`src/ibsa_pkg.sv`:
```
// Purpose: constants and types for the bridge A transmit/receive status bank
// Assumes: one 100 MHz clock, APB slave with 32-bit data, 12-bit address
// Notes: status bits are sticky and clear on read, except the live ones
package ibsa_pkg;

    // register index of the status word; byte address is four times it
    localparam logic [11:0] STATUS_IDX = 12'h04e;
    localparam logic [11:0] ADDR_STATUS = {STATUS_IDX[9:0], 2'b00};
    // control, mask and length registers placed below the status word
    localparam logic [11:0] ADDR_CTRL = 12'h000;
    localparam logic [11:0] ADDR_MASK = 12'h004;
    localparam logic [11:0] ADDR_DLEN = 12'h008;

    // status word bit positions
    localparam int B_TX_ACT = 15;
    localparam int B_RX_ACT = 14;
    localparam int B_FIRST = 13;
    localparam int B_EMI_CHG = 12;
    localparam int B_OE_CHG = 11;
    localparam int B_DLEN = 10;
    localparam int B_TX_LATE = 8;
    localparam int B_RX_LATE = 7;
    localparam int B_5060 = 6;
    localparam int B_STYPE = 5;
    localparam int B_FULL = 4;
    localparam int B_EMPTY = 3;
    localparam int B_DBC = 2;
    localparam int B_CIP = 1;
    localparam int B_FMT = 0;

    // control word bit positions; start and stop bits are write strobes
    localparam int C_TX_START = 15;
    localparam int C_TX_STOP = 14;
    localparam int C_VID_EN = 10;
    localparam int C_SAT_EN = 9;
    localparam int C_TRANSPORT_FORMAT_ENABLE = 8;
    localparam int C_RX_START = 7;
    localparam int C_RX_STOP = 6;

    // mask of bits that a status read clears
    localparam logic [15:0] STICKY_MASK = 16'h3de7;
    // reset value of the status word (fifo empty)
    localparam logic [15:0] STATUS_RST = 16'h0008;
    // default expected data length in bytes
    localparam logic [15:0] DLEN_RST = 16'h00c0;

    // accepted cip header codes
    localparam logic [5:0] FMT_VIDEO = 6'h00;
    localparam logic [5:0] FMT_TS = 6'h20;
    localparam logic [5:0] FMT_SAT = 6'h21;
    localparam logic [4:0] STYPE_A = 5'h00;
    localparam logic [4:0] STYPE_B = 5'h01;

    // one-hot path states shared by transmit and receive
    typedef enum logic [2:0] {
        IBSA_IDLE = 3'b001,
        IBSA_RUN = 3'b010,
        IBSA_STOP = 3'b100
    } ibsa_path_t;

endpackage

```
`src/ibsa_status.sv`:
```
// Purpose: bridge A transmit/receive status bank with APB access
// Assumes: packet side inputs are synchronous to pclk
// Notes: sticky flags clear on a status read; irq is a masked level
//
// The APB register port was chosen for this implementation.
`timescale 1ns/100ps
`default_nettype none
module ibsa_status
    import ibsa_pkg::*;
(
    // clock and reset
    input wire logic pclk,
    input wire logic presetn,
    // apb slave
    input wire logic psel,
    input wire logic penable,
    input wire logic pwrite,
    input wire logic [11:0] paddr,
    input wire logic [31:0] pwdata,
    output logic [31:0] prdata,
    output logic pready,
    output logic pslverr,
    // transmit path
    input wire logic tx_halted,
    input wire logic tx_pkt_late,
    output logic tx_active,
    output logic tx_discard,
    // receive packet header, qualified by rx_pkt_valid
    input wire logic rx_pkt_valid,
    input wire logic rx_pkt_late,
    input wire logic [1:0] rx_emi,
    input wire logic rx_odd_even,
    input wire logic [15:0] rx_data_len,
    input wire logic rx_5060,
    input wire logic [4:0] rx_stype,
    input wire logic [5:0] rx_fmt,
    input wire logic [7:0] rx_dbc,
    input wire logic [7:0] rx_dbc_step,
    input wire logic rx_cip_bad,
    input wire logic rx_halted,
    output logic rx_active,
    output logic rx_forward,
    // link side fifo levels
    input wire logic link_fifo_full,
    input wire logic link_fifo_empty,
    // interrupt
    output logic irq
);

    // whole state of the bank
    typedef struct packed {
        ibsa_path_t tx_st;         // transmit path state
        ibsa_path_t rx_st;         // receive path state
        logic first_wait;          // waiting for first packet after start
        logic have_prev;           // a previous packet header is held
        logic [1:0] prev_emi;      // copy-control of previous packet
        logic prev_oe;             // odd/even of previous packet
        logic [7:0] prev_dbc;      // continuity counter of previous packet
        logic [7:0] prev_step;     // blocks carried by previous packet
        logic [15:0] sticky;       // sticky event flags
        logic [15:0] mask;         // interrupt mask, status layout
        logic [2:0] fmt_en;        // video, satellite, transport enables
        logic [15:0] dlen;         // expected data length
        logic fifo_full;           // sampled fifo full
        logic fifo_empty;          // sampled fifo empty
        logic [31:0] rdata;        // read data captured in setup phase
        logic tx_drop;             // discard pulse toward transmit path
        logic rx_fwd;              // forward pulse toward stream port
    } ibsa_state_t;

    ibsa_state_t cur_ff;
    ibsa_state_t nxt_ff;

    // reset image of the state
    localparam ibsa_state_t STATE_RST = '{
        tx_st: IBSA_IDLE,
        rx_st: IBSA_IDLE,
        first_wait: 1'b0,
        have_prev: 1'b0,
        prev_emi: 2'h0,
        prev_oe: 1'b0,
        prev_dbc: 8'h00,
        prev_step: 8'h00,
        sticky: 16'h0000,
        mask: 16'h0000,
        fmt_en: 3'h0,
        dlen: DLEN_RST,
        fifo_full: 1'b0,
        fifo_empty: STATUS_RST[B_EMPTY],
        rdata: 32'h0000_0000,
        tx_drop: 1'b0,
        rx_fwd: 1'b0
    };

    // true when the address hits one of the mapped words
    function automatic logic addr_hit(input logic [11:0] a);
        addr_hit = (a == ADDR_STATUS) || (a == ADDR_CTRL) ||
                   (a == ADDR_MASK) || (a == ADDR_DLEN);
    endfunction

    // assemble the status word from live state and sticky flags
    function automatic logic [15:0] status_word(input ibsa_state_t s);
        logic [15:0] w;
        w = s.sticky & STICKY_MASK;
        w[B_TX_ACT] = (s.tx_st != IBSA_IDLE);
        w[B_RX_ACT] = (s.rx_st != IBSA_IDLE);
        w[B_FULL] = s.fifo_full;
        w[B_EMPTY] = s.fifo_empty;
        status_word = w;
    endfunction

    // apb phase decode
    logic setup_ph;
    logic access_ph;
    logic wr_ctrl;
    logic st_read;
    assign setup_ph = psel & ~penable;
    assign access_ph = psel & penable;
    assign wr_ctrl = access_ph & pwrite & (paddr == ADDR_CTRL);
    assign st_read = access_ph & ~pwrite & (paddr == ADDR_STATUS);

    // next state logic
    always_comb begin
        logic [15:0] ev;          // events seen this cycle
        logic [15:0] clr;         // flags returned by a completing read
        logic fmt_ok;             // format code permitted by enables
        logic rx_take;            // packet accepted on the receive path
        ev = 16'h0000;
        clr = 16'h0000;
        fmt_ok = 1'b0;
        rx_take = 1'b0;
        nxt_ff = cur_ff;
        nxt_ff.tx_drop = 1'b0;
        nxt_ff.rx_fwd = 1'b0;

        // live fifo levels follow the inputs every cycle
        nxt_ff.fifo_full = link_fifo_full;
        nxt_ff.fifo_empty = link_fifo_empty;

        // transmit path: start is taken only from idle, stop only from run
        case (cur_ff.tx_st)
            IBSA_IDLE: begin
                if (wr_ctrl && pwdata[C_TX_START]) begin
                    nxt_ff.tx_st = IBSA_RUN;
                end
            end
            IBSA_RUN: begin
                if (wr_ctrl && pwdata[C_TX_STOP]) begin
                    nxt_ff.tx_st = IBSA_STOP;
                end
            end
            IBSA_STOP: begin
                // flag stays high until the path reports it has halted
                if (tx_halted) begin
                    nxt_ff.tx_st = IBSA_IDLE;
                end
            end
            default: begin
                nxt_ff.tx_st = IBSA_IDLE;
            end
        endcase

        // receive path, same shape as transmit
        case (cur_ff.rx_st)
            IBSA_IDLE: begin
                if (wr_ctrl && pwdata[C_RX_START]) begin
                    nxt_ff.rx_st = IBSA_RUN;
                    nxt_ff.first_wait = 1'b1;
                    nxt_ff.have_prev = 1'b0;
                end
            end
            IBSA_RUN: begin
                if (wr_ctrl && pwdata[C_RX_STOP]) begin
                    nxt_ff.rx_st = IBSA_STOP;
                end
            end
            IBSA_STOP: begin
                if (rx_halted) begin
                    nxt_ff.rx_st = IBSA_IDLE;
                    nxt_ff.first_wait = 1'b0;
                end
            end
            default: begin
                nxt_ff.rx_st = IBSA_IDLE;
            end
        endcase

        // a late transmit packet is dropped and flagged
        if ((cur_ff.tx_st != IBSA_IDLE) && tx_pkt_late) begin
            nxt_ff.tx_drop = 1'b1;
            ev[B_TX_LATE] = 1'b1;
        end

        // receive header checks, only while the receive path is not idle (run or stop)
        if ((cur_ff.rx_st != IBSA_IDLE) && rx_pkt_valid) begin
            if (rx_pkt_late) begin
                // late packet never reaches the stream processor port
                ev[B_RX_LATE] = 1'b1;
            end else begin
                rx_take = 1'b1;
            end
        end

        if (rx_take) begin
            nxt_ff.rx_fwd = 1'b1;
            // only the first packet after a start raises this flag
            if (cur_ff.first_wait) begin
                ev[B_FIRST] = 1'b1;
                nxt_ff.first_wait = 1'b0;
            end
            // changes are judged against the previous accepted packet
            if (cur_ff.have_prev) begin
                if (rx_emi != cur_ff.prev_emi) begin
                    ev[B_EMI_CHG] = 1'b1;
                end
                if (rx_odd_even != cur_ff.prev_oe) begin
                    ev[B_OE_CHG] = 1'b1;
                end
                if (rx_dbc != 8'(cur_ff.prev_dbc + cur_ff.prev_step)) begin
                    ev[B_DBC] = 1'b1;
                end
            end
            nxt_ff.have_prev = 1'b1;
            nxt_ff.prev_emi = rx_emi;
            nxt_ff.prev_oe = rx_odd_even;
            nxt_ff.prev_dbc = rx_dbc;
            nxt_ff.prev_step = rx_dbc_step;
            if (rx_data_len != cur_ff.dlen) begin
                ev[B_DLEN] = 1'b1;
            end
            if (rx_5060) begin
                ev[B_5060] = 1'b1;
            end
            if ((rx_stype != STYPE_A) && (rx_stype != STYPE_B)) begin
                ev[B_STYPE] = 1'b1;
            end
            if (rx_cip_bad) begin
                ev[B_CIP] = 1'b1;
            end
            fmt_ok = (cur_ff.fmt_en[2] && (rx_fmt == FMT_VIDEO)) ||
                     (cur_ff.fmt_en[1] && (rx_fmt == FMT_SAT)) ||
                     (cur_ff.fmt_en[0] && (rx_fmt == FMT_TS));
            if (!fmt_ok) begin
                ev[B_FMT] = 1'b1;
            end
        end

        // read data is captured in the setup phase, before any clear
        if (setup_ph) begin
            case (paddr)
                ADDR_STATUS: begin
                    nxt_ff.rdata = {16'h0000, status_word(cur_ff)};
                end
                ADDR_CTRL: begin
                    nxt_ff.rdata = {21'h0, cur_ff.fmt_en, 8'h00};
                end
                ADDR_MASK: begin
                    nxt_ff.rdata = {16'h0000, cur_ff.mask};
                end
                ADDR_DLEN: begin
                    nxt_ff.rdata = {16'h0000, cur_ff.dlen};
                end
                default: begin
                    nxt_ff.rdata = 32'h0000_0000;
                end
            endcase
        end

        // clear only what the read returned; a newer event is kept
        if (st_read) begin
            clr = cur_ff.rdata[15:0] & STICKY_MASK;
        end
        nxt_ff.sticky = ((cur_ff.sticky & ~clr) | ev) & STICKY_MASK;

        // register writes that store a value
        if (wr_ctrl) begin
            nxt_ff.fmt_en = pwdata[C_VID_EN:C_TRANSPORT_FORMAT_ENABLE];
        end
        if (access_ph && pwrite && (paddr == ADDR_MASK)) begin
            nxt_ff.mask = pwdata[15:0] & STICKY_MASK;
        end
        if (access_ph && pwrite && (paddr == ADDR_DLEN)) begin
            nxt_ff.dlen = pwdata[15:0];
        end
    end

    // state register
    always_ff @(posedge pclk or negedge presetn) begin
        if (!presetn) begin
            cur_ff <= STATE_RST;
        end else begin
            cur_ff <= nxt_ff;
        end
    end

    // outputs; the slave always answers in the first access cycle
    assign pready = access_ph;
    assign pslverr = access_ph & ~addr_hit(paddr);
    assign prdata = cur_ff.rdata;
    assign tx_active = (cur_ff.tx_st != IBSA_IDLE);
    assign rx_active = (cur_ff.rx_st != IBSA_IDLE);
    assign tx_discard = cur_ff.tx_drop;
    assign rx_forward = cur_ff.rx_fwd;
    assign irq = |(cur_ff.sticky & cur_ff.mask);

endmodule
`default_nettype wire

```
`config.mk`:
```
export PLATFORM = sky130hd
export DESIGN_NAME = ibsa_status
export DESIGN_NICKNAME = d
export VERILOG_FILES = /design/src/ibsa_pkg.sv /design/src/ibsa_status.sv
export SDC_FILE = /design/constraint.sdc
export NUM_CORES = 1
export LEC_CHECK = 0
export BUFFER_PORTS_ARGS = -buffer_cell sky130_fd_sc_hd__buf_2
export CAP_MARGIN = 40
export CORE_ASPECT_RATIO = 0.8
export CORE_MARGIN = 2
export CORE_UTILIZATION = 35
export CTS_BUF_LIST = sky130_fd_sc_hd__clkbuf_8
export DETAILED_ROUTE_END_ITERATION = 7
export PLACE_DENSITY = 0.57
export SLEW_MARGIN = 15
export SYNTH_ARGS = -nofsm -noshare
export SYNTH_HDL_FRONTEND = slang
export SYNTH_SLANG_ARGS = --single-unit
```
`constraint.sdc`:
```
create_clock -name pclk -period 3.6 [get_ports pclk]
set_input_delay 0.72 -clock pclk [delete_from_list [all_inputs] [get_ports pclk]]
set_output_delay 0.72 -clock pclk [all_outputs]
set_load 0.1 [all_outputs]
```
* After elaboration in Yosys (flattened, before gate mapping)
Index checks and enable logic that the tools add are counted.
Word-level totals: register bits 104, input port bits 104, output and inout port bits 39, word-level logic and storage cells 117
Operators by class: add/sub/neg operators 1, equality and inequality tests 24, mux-type cells 34, bitwise gates (word level) 14, reductions and logical operators 27
Operator list (number):
- $pmux W16 S4 | 1
- $and A14 B14 Y14 | 2
- $mux W21 | 1
- $mux W1 | 18
- $pmux W3 S3 | 2
- $ne A16 B16 Y1 | 1
- $reduce_or A16 Y1 | 1
- $mux W3 | 5
- $mux W14 | 1
- $not A14 Y14 | 1
- $or A14 B14 Y14 | 1
- $logic_and A1 B1 Y1 | 13
- $eq A12 B3 Y1 const B | 1
- $eq A12 B4 Y1 const B | 1
- $eq A12 B9 Y1 const B | 1
- $eq A6 B6 Y1 const B | 2
- $logic_not A12 Y1 | 1
- $ne A2 B2 Y1 const B | 6
- $add A8 B8 Y8 | 1
- $mux W4 | 2
- $ne A8 B8 Y1 | 1
- $and A1 B1 Y1 | 7
- $eq A3 B1 Y1 const B | 2
- $eq A3 B2 Y1 const B | 2
- 15 further kinds | 26

* Logic depth before layout (Yosys ltp)
Gate-level depths: netlist (run 1).
depth after elaboration 8, gate-level depth with buffers 8, gate-level depth less buffers 7

* Least setup slack after synthesis (run 1)
Ideal clock, no wire load.
path kind input-to-output, start point input paddr[3], end point output pslverr, arrival 2.716 ns, required time 2.880 ns, path slack 0.164 ns, stages on the path 3, path buffers 1, cell sequence clkbuf_1 -> nand2_1 -> a31oi_1
On the way: cells in the longest elaborated chain, start to end 6, elaborated cells between the ends (all ways) 9, classes of those cells 3 x eq/ne; 2 x bitwise; 4 x reduce/logical
Ends and longest elaborated chain:
- from (decl) | line ibsa_status.sv:18 | input wire logic [11:0] paddr,
- $eq A12 B9 Y1 or $logic_not A12 Y1 (tied branches) | line ibsa_status.sv:97 | addr_hit = (a == ADDR_STATUS) || (a == ADDR_CTRL) ||
- $logic_or A1 B1 Y1 (2 in a row) | line ibsa_status.sv:97
- $logic_or A1 B1 Y1 (*) | line ibsa_status.sv:98 | (a == ADDR_MASK) || (a == ADDR_DLEN);
- $not A1 Y1 (*) | line ibsa_status.sv:298 | assign pslverr = access_ph & ~addr_hit(paddr);
- $and A1 B1 Y1 (*) | line ibsa_status.sv:298
- to (decl) | line ibsa_status.sv:22 | output logic pslverr,
Every way passes the cells marked *; elsewhere a longest branch is shown, timed or not.

* Worst setup path in the final report (run 1)
start point input paddr[6], end point output pslverr
The elaborated chain is that of the path after synthesis.

==> flow_summary_export.csv, run 1 <==
group,metric,value,unit
timing,period_minus_slack,2820,ps
timing,final-hold-violation-count,0,
layout,final_area,0.00547,sq mm
logic_synthesis,synthesis.instances,416,
routing,finalWirelength,11.9,mm
placed_design,preCtsSetupSlack,585,ps
setup_path,worst-r2r-setup-slack,1310,ps
grt,global_route.overflow_total,0,
floorplanning,fp.dieH,108,microns
logic_synthesis,synth_top_area_share,44.2,%
layout,multi_input_gate_area,0.00221,sq mm
pwr,p_leak,0.00271,uW
clock_tree,cts_made_buffers,9,
pwr,power_switching,561,uW
timing,finalSetupViolCount,0,
timing,setup_total_negative_slack,0,ps
clock_tree,number_of_h_tree_branching_levels,3,
placed_design,gp_congestion,0.822,
logic_synthesis,average_footprint_of_a_synthesized_cell,11.3,sq um
grt,wire_length_of_the_first_global_routing_pass,18.7,mm
clock_tree,cts.hold.buffers_added,0,
logic_synthesis,synth.distinct_cells,57,
setup_path,crit_required,2880,ps
routing,dr_total_vias,3522,
timing,worstMarginPinSlew,623,ps
logic_synthesis,synthAdderAreaFrac,2.29,%
setup_path,worstSetupStartpointType,"input pin",
logic_synthesis,yosysSeqAreaShare,47.0,%
routing,drtPass1Iterations,4,
layout,layout.area.seq,0.00221,sq mm
routing,routed_wire_length_per_instance,17.2,microns
grt,grt_start_max_net_pins,49,
setup_path,cp-end-kind,"output pin",
run,cap_violations,0,
logic_synthesis,synth.area.mux_share,13.4,%
layout,final_layout_size_suffix_gt1_share,38.0,%
clock_tree,clk_path_buf_depth,2,
pwr,vdd_drop_max,0.162,mV
pwr,power.density_cell_area,349,mW/mm^2
clock_tree,clockRootBuffer,"sky130_fd_sc_hd__clkbuf_8",
layout,postLayoutCoreUtil,42.1,%
timing,final.setup.worst_slack,779,ps
logic_synthesis,post_synth_xor_xnor_area,5.96,%
logic_synthesis,area_fraction_in_compound_gates_after_synthesis,13.7,%
routing,post-route-drc-count,0,
grt,grt_antenna_before_repair,0,
logic_synthesis,dominantRegCellSynth,"sky130_fd_sc_hd__dfrtp_1",
timing,grt_setup_unrepaired,"no",
timing,period_share,78.4,%
placed_design,placement.io_buffers,109,
clock_tree,cts.reportedPaths.clkPinSlew,90,ps
placed_design,dp.final_hpwl,8.98,mm
routing,avgViaCountPerCell,5.07,
clock_tree,post-cts-setup-buffers,0,
logic_synthesis,synth_top_family_by_area,"compound AO/OA/AOI/OAI gates",
logic_synthesis,share_of_async_settable_or_async_resettable_flops_after_synthesis,100,%
grt,vias_in_the_first_global_route,3458,
layout,fin_nets,626,
floorplanning,start_util,36.1,%
logic_synthesis,yosysWarningCount,0,
pwr,clkPwrFrac,33.9,%
timing,finalClockSkew,14.3,ps
grt,gr-usage-all-layers,17.2,%
timing,slew-limit-headroom,58.5,%
pwr,power_report.internal_total,1350,uW
logic_synthesis,synth_seq_cells,88,
floorplanning,die_width,134,microns
routing,first_iter_violations,207,
clock_tree,clkSinkCount,88,
setup_path,worst-setup-path-type,"input pin to output pin",
status,outcome,"finished, final reports clean",
worst_hold_path,timing.hold.worst.class,"input pin to async pin",
layout,n_antenna_cell,0,
pwr,proportion_of_power_drawn_by_combinational_gates,13.1,%
logic_synthesis,edff_count_synth,0,
floorplanning,rows,37,
pwr,p_seq_share,52.9,%
clock_tree,tritoncts,"built",
routing,drtAntennaViolNets,0,
pwr,netSwitchingFraction,29.3,%
timing,drv_slew,0,
layout,layout-area-overhead-vs-synth,16.4,%
clock_tree,clkLatencyLatePin,390,ps
logic_synthesis,synth_top_area_cells,"sky130_fd_sc_hd__dfrtp_1 44%, sky130_fd_sc_hd__mux2_2 9.8%, sky130_fd_sc_hd__buf_4 5.1%",
logic_synthesis,area_leader_netlist,"sky130_fd_sc_hd__dfrtp_1",
logic_synthesis,yosys.area_share.simple,10.3,%
setup_path,cp_max_fo,4,
floorplanning,fp.dieArea,0.0144,sq mm
clock_tree,post_cts_resized,0,
timing,timing.fmax,354,MHz
floorplanning,pin_count,143,
logic_synthesis,syn-cell-area,0.00470,sq mm
floorplanning,coreArea,0.0130,sq mm
setup_path,critical_path_arrival,2100,ps
layout,final.fill_count,1261,
placed_design,post_place_instance_area,0.00529,sq mm
## cell type report
| type | count | share of cell area, % |
|---|---|---|
| Tap cell | 175 | 4.00 |
| Multi-Input combinational cell | 287 | 40.4 |
| Clock inverter | 6 | 0.823 |
| Timing Repair Buffer | 118 | 11.2 |
| Clock buffer | 10 | 2.51 |
| Inverter | 10 | 0.686 |
| Sequential cell | 88 | 40.3 |
## power groups by stage
stage	clock network [uW]	registers, uW	logic [uW]
final	649	1010	251
after floorplan	0	1030	167
after global placement	0	1030	249
after global routing	724	1010	271
after CTS	677	1010	253
after detailed placement	0	1030	252
## cells in the final DEF, fill, tap and decap left out, drive strengths merged, types with 3 or more instances in the layout
master and count:
a32o 3, nor4 9, dfrtp 83, a21oi 9, ha 7, xor2 18, buf 118, nand2 39
conb 16, inv 12, a22o 16, dfstp 5, nand3 6, a31oi 3, and3 3, mux2 51
nor3 4, clkbuf 10, a222oi 3, xnor2 14, o41ai 3, nor2 9, o21ai 18, nor2b 3
or3 3, and2 3, a22oi 16, nand4 4
## per-stage QoR
stage,total power [uW],hold WS [ps],instances
6_report,1910,350,694
5_1_grt,2010,383,694
4_1_cts,1940,354,694
3_5_place_dp,1280,439,678
3_3_place_gp,1280,435,678
2_1_floorplan,1200,422,431
## registers in the layout, indices dropped and copies added (netlist names)
name,flops
prdata,16
tx_discard,1
rx_forward,1
cur_ff,70
## synth_stat cells (7+ instances only)
cell type                  number
sky130_fd_sc_hd__clkbuf_1      10
sky130_fd_sc_hd__a22oi_1       16
sky130_fd_sc_hd__nor2_1         9
sky130_fd_sc_hd__xnor2_1       14
sky130_fd_sc_hd__nor4_1         7
sky130_fd_sc_hd__o21ai_0       18
sky130_fd_sc_hd__mux2_4        10
sky130_fd_sc_hd__dfrtp_1       83
sky130_fd_sc_hd__mux2_2        41
sky130_fd_sc_hd__a21oi_1        9
sky130_fd_sc_hd__inv_1         10
sky130_fd_sc_hd__buf_4         32
sky130_fd_sc_hd__nand2_1       39
sky130_fd_sc_hd__xor2_1        18
sky130_fd_sc_hd__ha_1           7
sky130_fd_sc_hd__a22o_1        16
## logic make-up (layout without fill, tap and decap cells)
family | count (synthesis) | after routing
flip-flops | 88 | 88
AND/OR/NAND/NOR | 90 | 90
XOR/XNOR | 32 | 32
AO/OA/AOI/OAI | 88 | 88
other | 1 | 16
buffers and inverters | 56 | 144
adder cells (fa/ha/maj) | 8 | 8
multiplexers | 53 | 53
## worst max-delay path: stages
cell and delay [ps]:
sky130_fd_sc_hd__buf_2 100, sky130_fd_sc_hd__or4_4 550, sky130_fd_sc_hd__nor4_1 280, sky130_fd_sc_hd__a31oi_1 130, sky130_fd_sc_hd__buf_2 310
## per-layer routing
| layer | share of wire, % | global-route usage (%) | vias to the layer above |
|---|---|---|---|
| met4 | 1.1 | 5.70 | 0 |
| met1 | 47 | 23.7 | 1751 |
| met5 | 0 | 0 | - |
| met2 | 47 | 27.0 | 92 |
| met3 | 5.3 | 3.86 | 10 |
| li1 | - | - | 1669 |
## final timing paths
kind | start | end | depth (start not counted)
min in group pclk | link_fifo_empty | cur_ff[34] | 1
worst min register to register | cur_ff[110] | cur_ff[109] | 1
max in group asynchronous | presetn | cur_ff[43] | 2
worst max-delay path | paddr[6] | pslverr | 5
worst min-delay path | presetn | cur_ff[77] | 1
worst max register to register | cur_ff[87] | cur_ff[73] | 7
Power figures use the tool's default switching activity.
==> run 2: changes to the inputs <==
- clock period: 3.6 -> 2.9 ns (I/O delays scaled with it)
==> flow_summary_export.csv, run 2 (synthesis gave the netlist of run 1 again) <==
group,metric,value,unit
status,outcome,"finished, final reports clean",
setup_path,cp-end-kind,"output pin",
clock_tree,cts.hold.buffers_added,0,
timing,final-hold-violation-count,0,
setup_path,critical_path_arrival,2040,ps
timing,period_share,90.2,%
grt,vias_in_the_first_global_route,3515,
clock_tree,clockRootBuffer,"sky130_fd_sc_hd__clkbuf_8",
clock_tree,cts_made_buffers,9,
floorplanning,die_width,134,microns
routing,dr_total_vias,3530,
setup_path,regToRegEndpoint,"cur_ff[73]",
routing,drtAntennaViolNets,0,
setup_path,cp_max_fo,4,
timing,setup_total_negative_slack,0,ps
pwr,power.density_cell_area,438,mW/mm^2
clock_tree,clkLatencyLatePin,380,ps
setup_path,path_cells,"buf_2, or4_4, nor4_1, a31oi_2, buf_2",
grt,global_route.overflow_total,0,
setup_path,critical-path-slowest-cell,"sky130_fd_sc_hd__or4_4",
worst_hold_path,timing.hold.worst.class,"input pin to async pin",
layout,n_antenna_cell,0,
placed_design,gp_congestion,0.815,
setup_path,r2r_cells,7,
timing,finalSetupViolCount,0,
layout,fin_nets,631,
setup_path,worstSetupStartpointType,"input pin",
setup_path,crit_required,2320,ps
floorplanning,coreArea,0.0130,sq mm
clock_tree,number_of_h_tree_branching_levels,3,
clock_tree,clk_path_buf_depth,2,
layout,leading_cell_type_in_the_layout_fill_and_taps_excluded,"sky130_fd_sc_hd__buf_2",
timing,grt_setup_unrepaired,"no",
pwr,p_leak,0.00276,uW
floorplanning,fp.dieH,108,microns
layout,final_layout_size_suffix_gt1_share,38.9,%
setup_path,timing.critical_path.mode_cell,"sky130_fd_sc_hd__buf_2",
layout,multi_input_gate_area,0.00222,sq mm
floorplanning,rows,37,
routing,finalWirelength,11.9,mm
layout,most-common-layout-cells,"108 x sky130_fd_sc_hd__buf_2, 83 x sky130_fd_sc_hd__dfrtp_1, 41 x sky130_fd_sc_hd__mux2_2",
layout,number_of_flip_flops_under_the_largest_register_name,70,
setup_path,critPathMaxStageDelay,570,ps
grt,grt_start_max_net_pins,47,
timing,worstMarginPinSlew,599,ps
setup_path,number_of_buffers_and_inverters_on_the_critical_path,2,
clock_tree,clkSinkCount,88,
setup_path,cp-endpoint,"pslverr",
clock_tree,tritoncts,"built",
clock_tree,cts.reportedPaths.clkPinSlew,100,ps
placed_design,placement.io_buffers,109,
grt,gr-usage-all-layers,17.3,%
grt,grt_antenna_before_repair,0,
timing,slew-limit-headroom,60.0,%
setup_path,worst_path_dominant_cell_family,"simple AND/OR/NAND/NOR gates",
timing,timing.fmax,382,MHz
floorplanning,fp.dieArea,0.0144,sq mm
pwr,vdd_drop_max,0.193,mV
timing,finalClockSkew,18.3,ps
pwr,design_power_total,2450,uW
layout,final_area,0.00559,sq mm
setup_path,worst-setup-path-type,"input pin to output pin",
layout,top_register_by_number_of_flip_flops,"cur_ff",
routing,first_iter_violations,169,
routing,avgViaCountPerCell,5.05,
run,cap_violations,0,
setup_path,critical_path_source,"paddr[6]",
clock_tree,post-cts-setup-buffers,0,
layout,layout.area.seq,0.00221,sq mm
routing,post-route-drc-count,0,
routing,routed_wire_length_per_instance,17.1,microns
layout,postLayoutCoreUtil,43.0,%
floorplanning,start_util,36.1,%
setup_path,worst-r2r-setup-slack,590,ps
routing,drtPass1Iterations,5,
placed_design,dp.final_hpwl,9.11,mm
timing,drv_slew,0,
timing,period_minus_slack,2620,ps
placed_design,post_place_instance_area,0.00539,sq mm
setup_path,reg2reg_from,"cur_ff[87]",
setup_path,cp_num_cells,5,
layout,final.fill_count,1270,
clock_tree,post_cts_resized,0,
grt,wire_length_of_the_first_global_routing_pass,18.9,mm
layout,layout-area-overhead-vs-synth,18.8,%
floorplanning,pin_count,143,
-- run 2: cell types whose count changed in the layout (fill, tap and decap cells not counted), moves of 2 or more --
cell	previous run	this run
sky130_fd_sc_hd__buf_12	0	4
sky130_fd_sc_hd__clkinv_4	2	0
sky130_fd_sc_hd__clkinvlp_4	2	0
sky130_fd_sc_hd__inv_8	0	4
-- run 2: final cells by class --
class                   count  area share (%)
inverters                  10           0.672
clock inverters             7            1.41
well taps                 175            3.92
clock buffers               9            2.22
multi-input cells         287            39.7
repair buffers            123            12.6
flip-flops and latches     88            39.5
-- run 2: report_power, final --
part           switching, uW  internal (uW)
Sequential              12.4           1240
Clock                    527            349
Combinational            217           99.2
-- run 2: metal layers --
metal / share of wire [%] / GRT usage [%]
met4: 1.3 / 4.86
met2: 48 / 27.2
met3: 5.3 / 4.57
met1: 46 / 23.5
met5: 0 / 0
-- run 2: worst min-delay path by stage --
stage	startpoint	end	cells after the start
after global routing	presetn	cur_ff[109]	1
after floorplan	presetn	cur_ff[100]	0
after detailed placement	cur_ff[110]	cur_ff[109]	1
final	presetn	cur_ff[93]	1
after CTS	presetn	cur_ff[61]	1
after global placement	cur_ff[110]	cur_ff[109]	1
-- run 2: metrics by stage --
step                      hold slack (ps)  setup WS, ps  std cells
after floorplan                       284           330        431
after global placement                437           235        683
after detailed placement              455           216        683
after CTS                             214           289        699
after global routing                  236           199        699
final                                 204           283        699
-- run 2: worst register-to-register path, delay by kind of cell (launching register included) --
family,cells,cell delay [ps]
compound gates,5,1140
fa+ha+maj,2,650
flops,1,390
==> run 3: changes to the inputs <==
- CTS_CLUSTER_SIZE: default -> 16
- clock period: 2.9 -> 3.05 ns (I/O delays scaled with it)
==> flow_summary_export.csv, run 3 (synthesis gave the netlist of run 1 again) <==
group,metric,value,unit
status,outcome,"finished, final reports clean",
clock_tree,clk_path_buf_depth,2,
clock_tree,number_of_h_tree_branching_levels,3,
pwr,power_report.internal_total,1660,uW
timing,grt_setup_unrepaired,"no",
setup_path,critical_path_arrival,2080,ps
layout,instances_no_fill,700,
floorplanning,rows,37,
routing,post-route-drc-count,0,
clock_tree,cts.reportedPaths.clkPinSlew,90,ps
timing,worstMarginPinSlew,623,ps
setup_path,critPathMaxStageDelay,560,ps
timing,final-hold-violation-count,0,
placed_design,dp.final_hpwl,9.14,mm
grt,gr-usage-all-layers,17.6,%
routing,first_iter_violations,257,
clock_tree,post_cts_resized,0,
grt,grt_start_max_net_pins,47,
grt,grt_antenna_before_repair,0,
routing,drtAntennaViolNets,0,
pwr,power_switching,670,uW
grt,wire_length_of_the_first_global_routing_pass,19.4,mm
placed_design,dpl.cell_count,683,
placed_design,placement.io_buffers,109,
floorplanning,die_width,134,microns
clock_tree,clkLatencyLatePin,370,ps
setup_path,worst-setup-path-type,"input pin to output pin",
pwr,proportion_of_power_drawn_by_combinational_gates,12.9,%
floorplanning,pin_count,143,
clock_tree,cts.hold.buffers_added,0,
pwr,clkPwrFrac,35.8,%
timing,setup_total_negative_slack,0,ps
layout,most-common-layout-cells,"108 x sky130_fd_sc_hd__buf_2, 83 x sky130_fd_sc_hd__dfrtp_1, 41 x sky130_fd_sc_hd__mux2_2",
clock_tree,tritoncts,"built",
timing,finalClockSkew,10.5,ps
floorplanning,coreArea,0.0130,sq mm
pwr,power.density_cell_area,418,mW/mm^2
timing,period_share,88.3,%
layout,leading_cell_type_in_the_layout_fill_and_taps_excluded,"sky130_fd_sc_hd__buf_2",
layout,multi_input_gate_area,0.00222,sq mm
setup_path,path_cells,"buf_2, or4_4, nor4_1, a31oi_2, buf_2",
layout,fin_nets,631,
floorplanning,fp.dieArea,0.0144,sq mm
routing,routed_wire_length_per_instance,17.3,microns
setup_path,worst_path_dominant_cell_family,"simple AND/OR/NAND/NOR gates",
setup_path,timing.critical_path.mode_cell,"sky130_fd_sc_hd__buf_2",
run,cap_violations,0,
grt,global_route.overflow_total,0,
layout,final.fill_count,1236,
routing,finalWirelength,12.1,mm
timing,final.setup.worst_slack,356,ps
layout,postLayoutCoreUtil,42.7,%
routing,dr_total_vias,3511,
pwr,p_leak,0.00275,uW
layout,layout.area.seq,0.00221,sq mm
placed_design,preCtsSetupSlack,323,ps
grt,vias_in_the_first_global_route,3636,
pwr,p_seq_share,51.3,%
routing,drtPass1Iterations,4,
clock_tree,clkSinkCount,88,
routing,avgViaCountPerCell,5.02,
setup_path,crit_required,2440,ps
layout,final_layout_size_suffix_gt1_share,38.7,%
setup_path,worstSetupStartpointType,"input pin",
pwr,netSwitchingFraction,28.8,%
floorplanning,start_util,36.1,%
setup_path,number_of_buffers_and_inverters_on_the_critical_path,2,
worst_hold_path,timing.hold.worst.class,"input pin to async pin",
placed_design,gp_congestion,0.827,
timing,slew-limit-headroom,58.5,%
setup_path,cp_max_fo,4,
layout,layout-area-overhead-vs-synth,18.2,%
floorplanning,fp.dieH,108,microns
pwr,vdd_drop_max,0.164,mV
setup_path,critical-path-slowest-cell,"sky130_fd_sc_hd__or4_4",
timing,final.hold.worst_slack,231,ps
layout,number_of_flip_flops_under_the_largest_register_name,70,
setup_path,cp-end-kind,"output pin",
timing,drv_slew,0,
clock_tree,clockRootBuffer,"sky130_fd_sc_hd__clkbuf_8",
timing,finalSetupViolCount,0,
clock_tree,post-cts-setup-buffers,0,
timing,period_minus_slack,2690,ps
timing,timing.fmax,371,MHz
clock_tree,cts_made_buffers,9,
layout,top_register_by_number_of_flip_flops,"cur_ff",
## run 3: power by group through the flow
stage / Combinational, uW / Sequential [uW] / Clock [uW]
2_1_floorplan: 198 / 1210 / 0
3_3_place_gp: 298 / 1220 / 0
3_5_place_dp: 302 / 1220 / 0
4_1_cts: 303 / 1190 / 861
5_1_grt: 325 / 1200 / 902
6_report: 300 / 1190 / 833
## run 3: worst register-to-register path: stages, from the launching register on
cell                       delay [ps]
sky130_fd_sc_hd__dfrtp_1          390
sky130_fd_sc_hd__ha_1             230
sky130_fd_sc_hd__fa_1             420
sky130_fd_sc_hd__a211oi_1         440
sky130_fd_sc_hd__o2111a_1         260
sky130_fd_sc_hd__a21oi_1           40
sky130_fd_sc_hd__a221oi_1         280
sky130_fd_sc_hd__a31oi_1          120
## run 3: final timing paths
check	from	endpoint	slack [ps]	depth (start not counted)
worst max register to register	cur_ff[87]	cur_ff[73]	730	7
max in group asynchronous	presetn	cur_ff[111]	2030	2
worst min register to register	cur_ff[110]	cur_ff[109]	450	1
worst min-delay path	presetn	cur_ff[94]	230	1
worst max-delay path	paddr[6]	pslverr	360	5
min in group pclk	link_fifo_empty	cur_ff[34]	320	1
## run 3: area by class of cell
cell class	count	share of cell area (%)
clock inverter	7	1.31
sequential	88	39.7
multi-input combinational	287	39.9
inverter	10	0.675
tap	175	3.94
timing repair buffer	123	12.2
antenna	1	0.0450
clock buffer	9	2.23
## run 3: routing by layer
layer  up-vias  routed length, microns  share of wire [%]  global-route usage (%)
met2       105                    5750                 48                    28.1
met4         0                     161                1.3                    5.17
met3        13                     714                5.9                    4.24
li1       1678                       -                  -                       -
met1      1715                    5450                 45                    23.8
met5         -                       0                  0                       0
## run 3: through the flow
stage | cell area [sq um] | total power (uW)
after floorplan | 4760 | 1410
after global placement | 5360 | 1510
after detailed placement | 5360 | 1520
after CTS | 5560 | 2360
after global routing | 5560 | 2420
final | 5560 | 2330
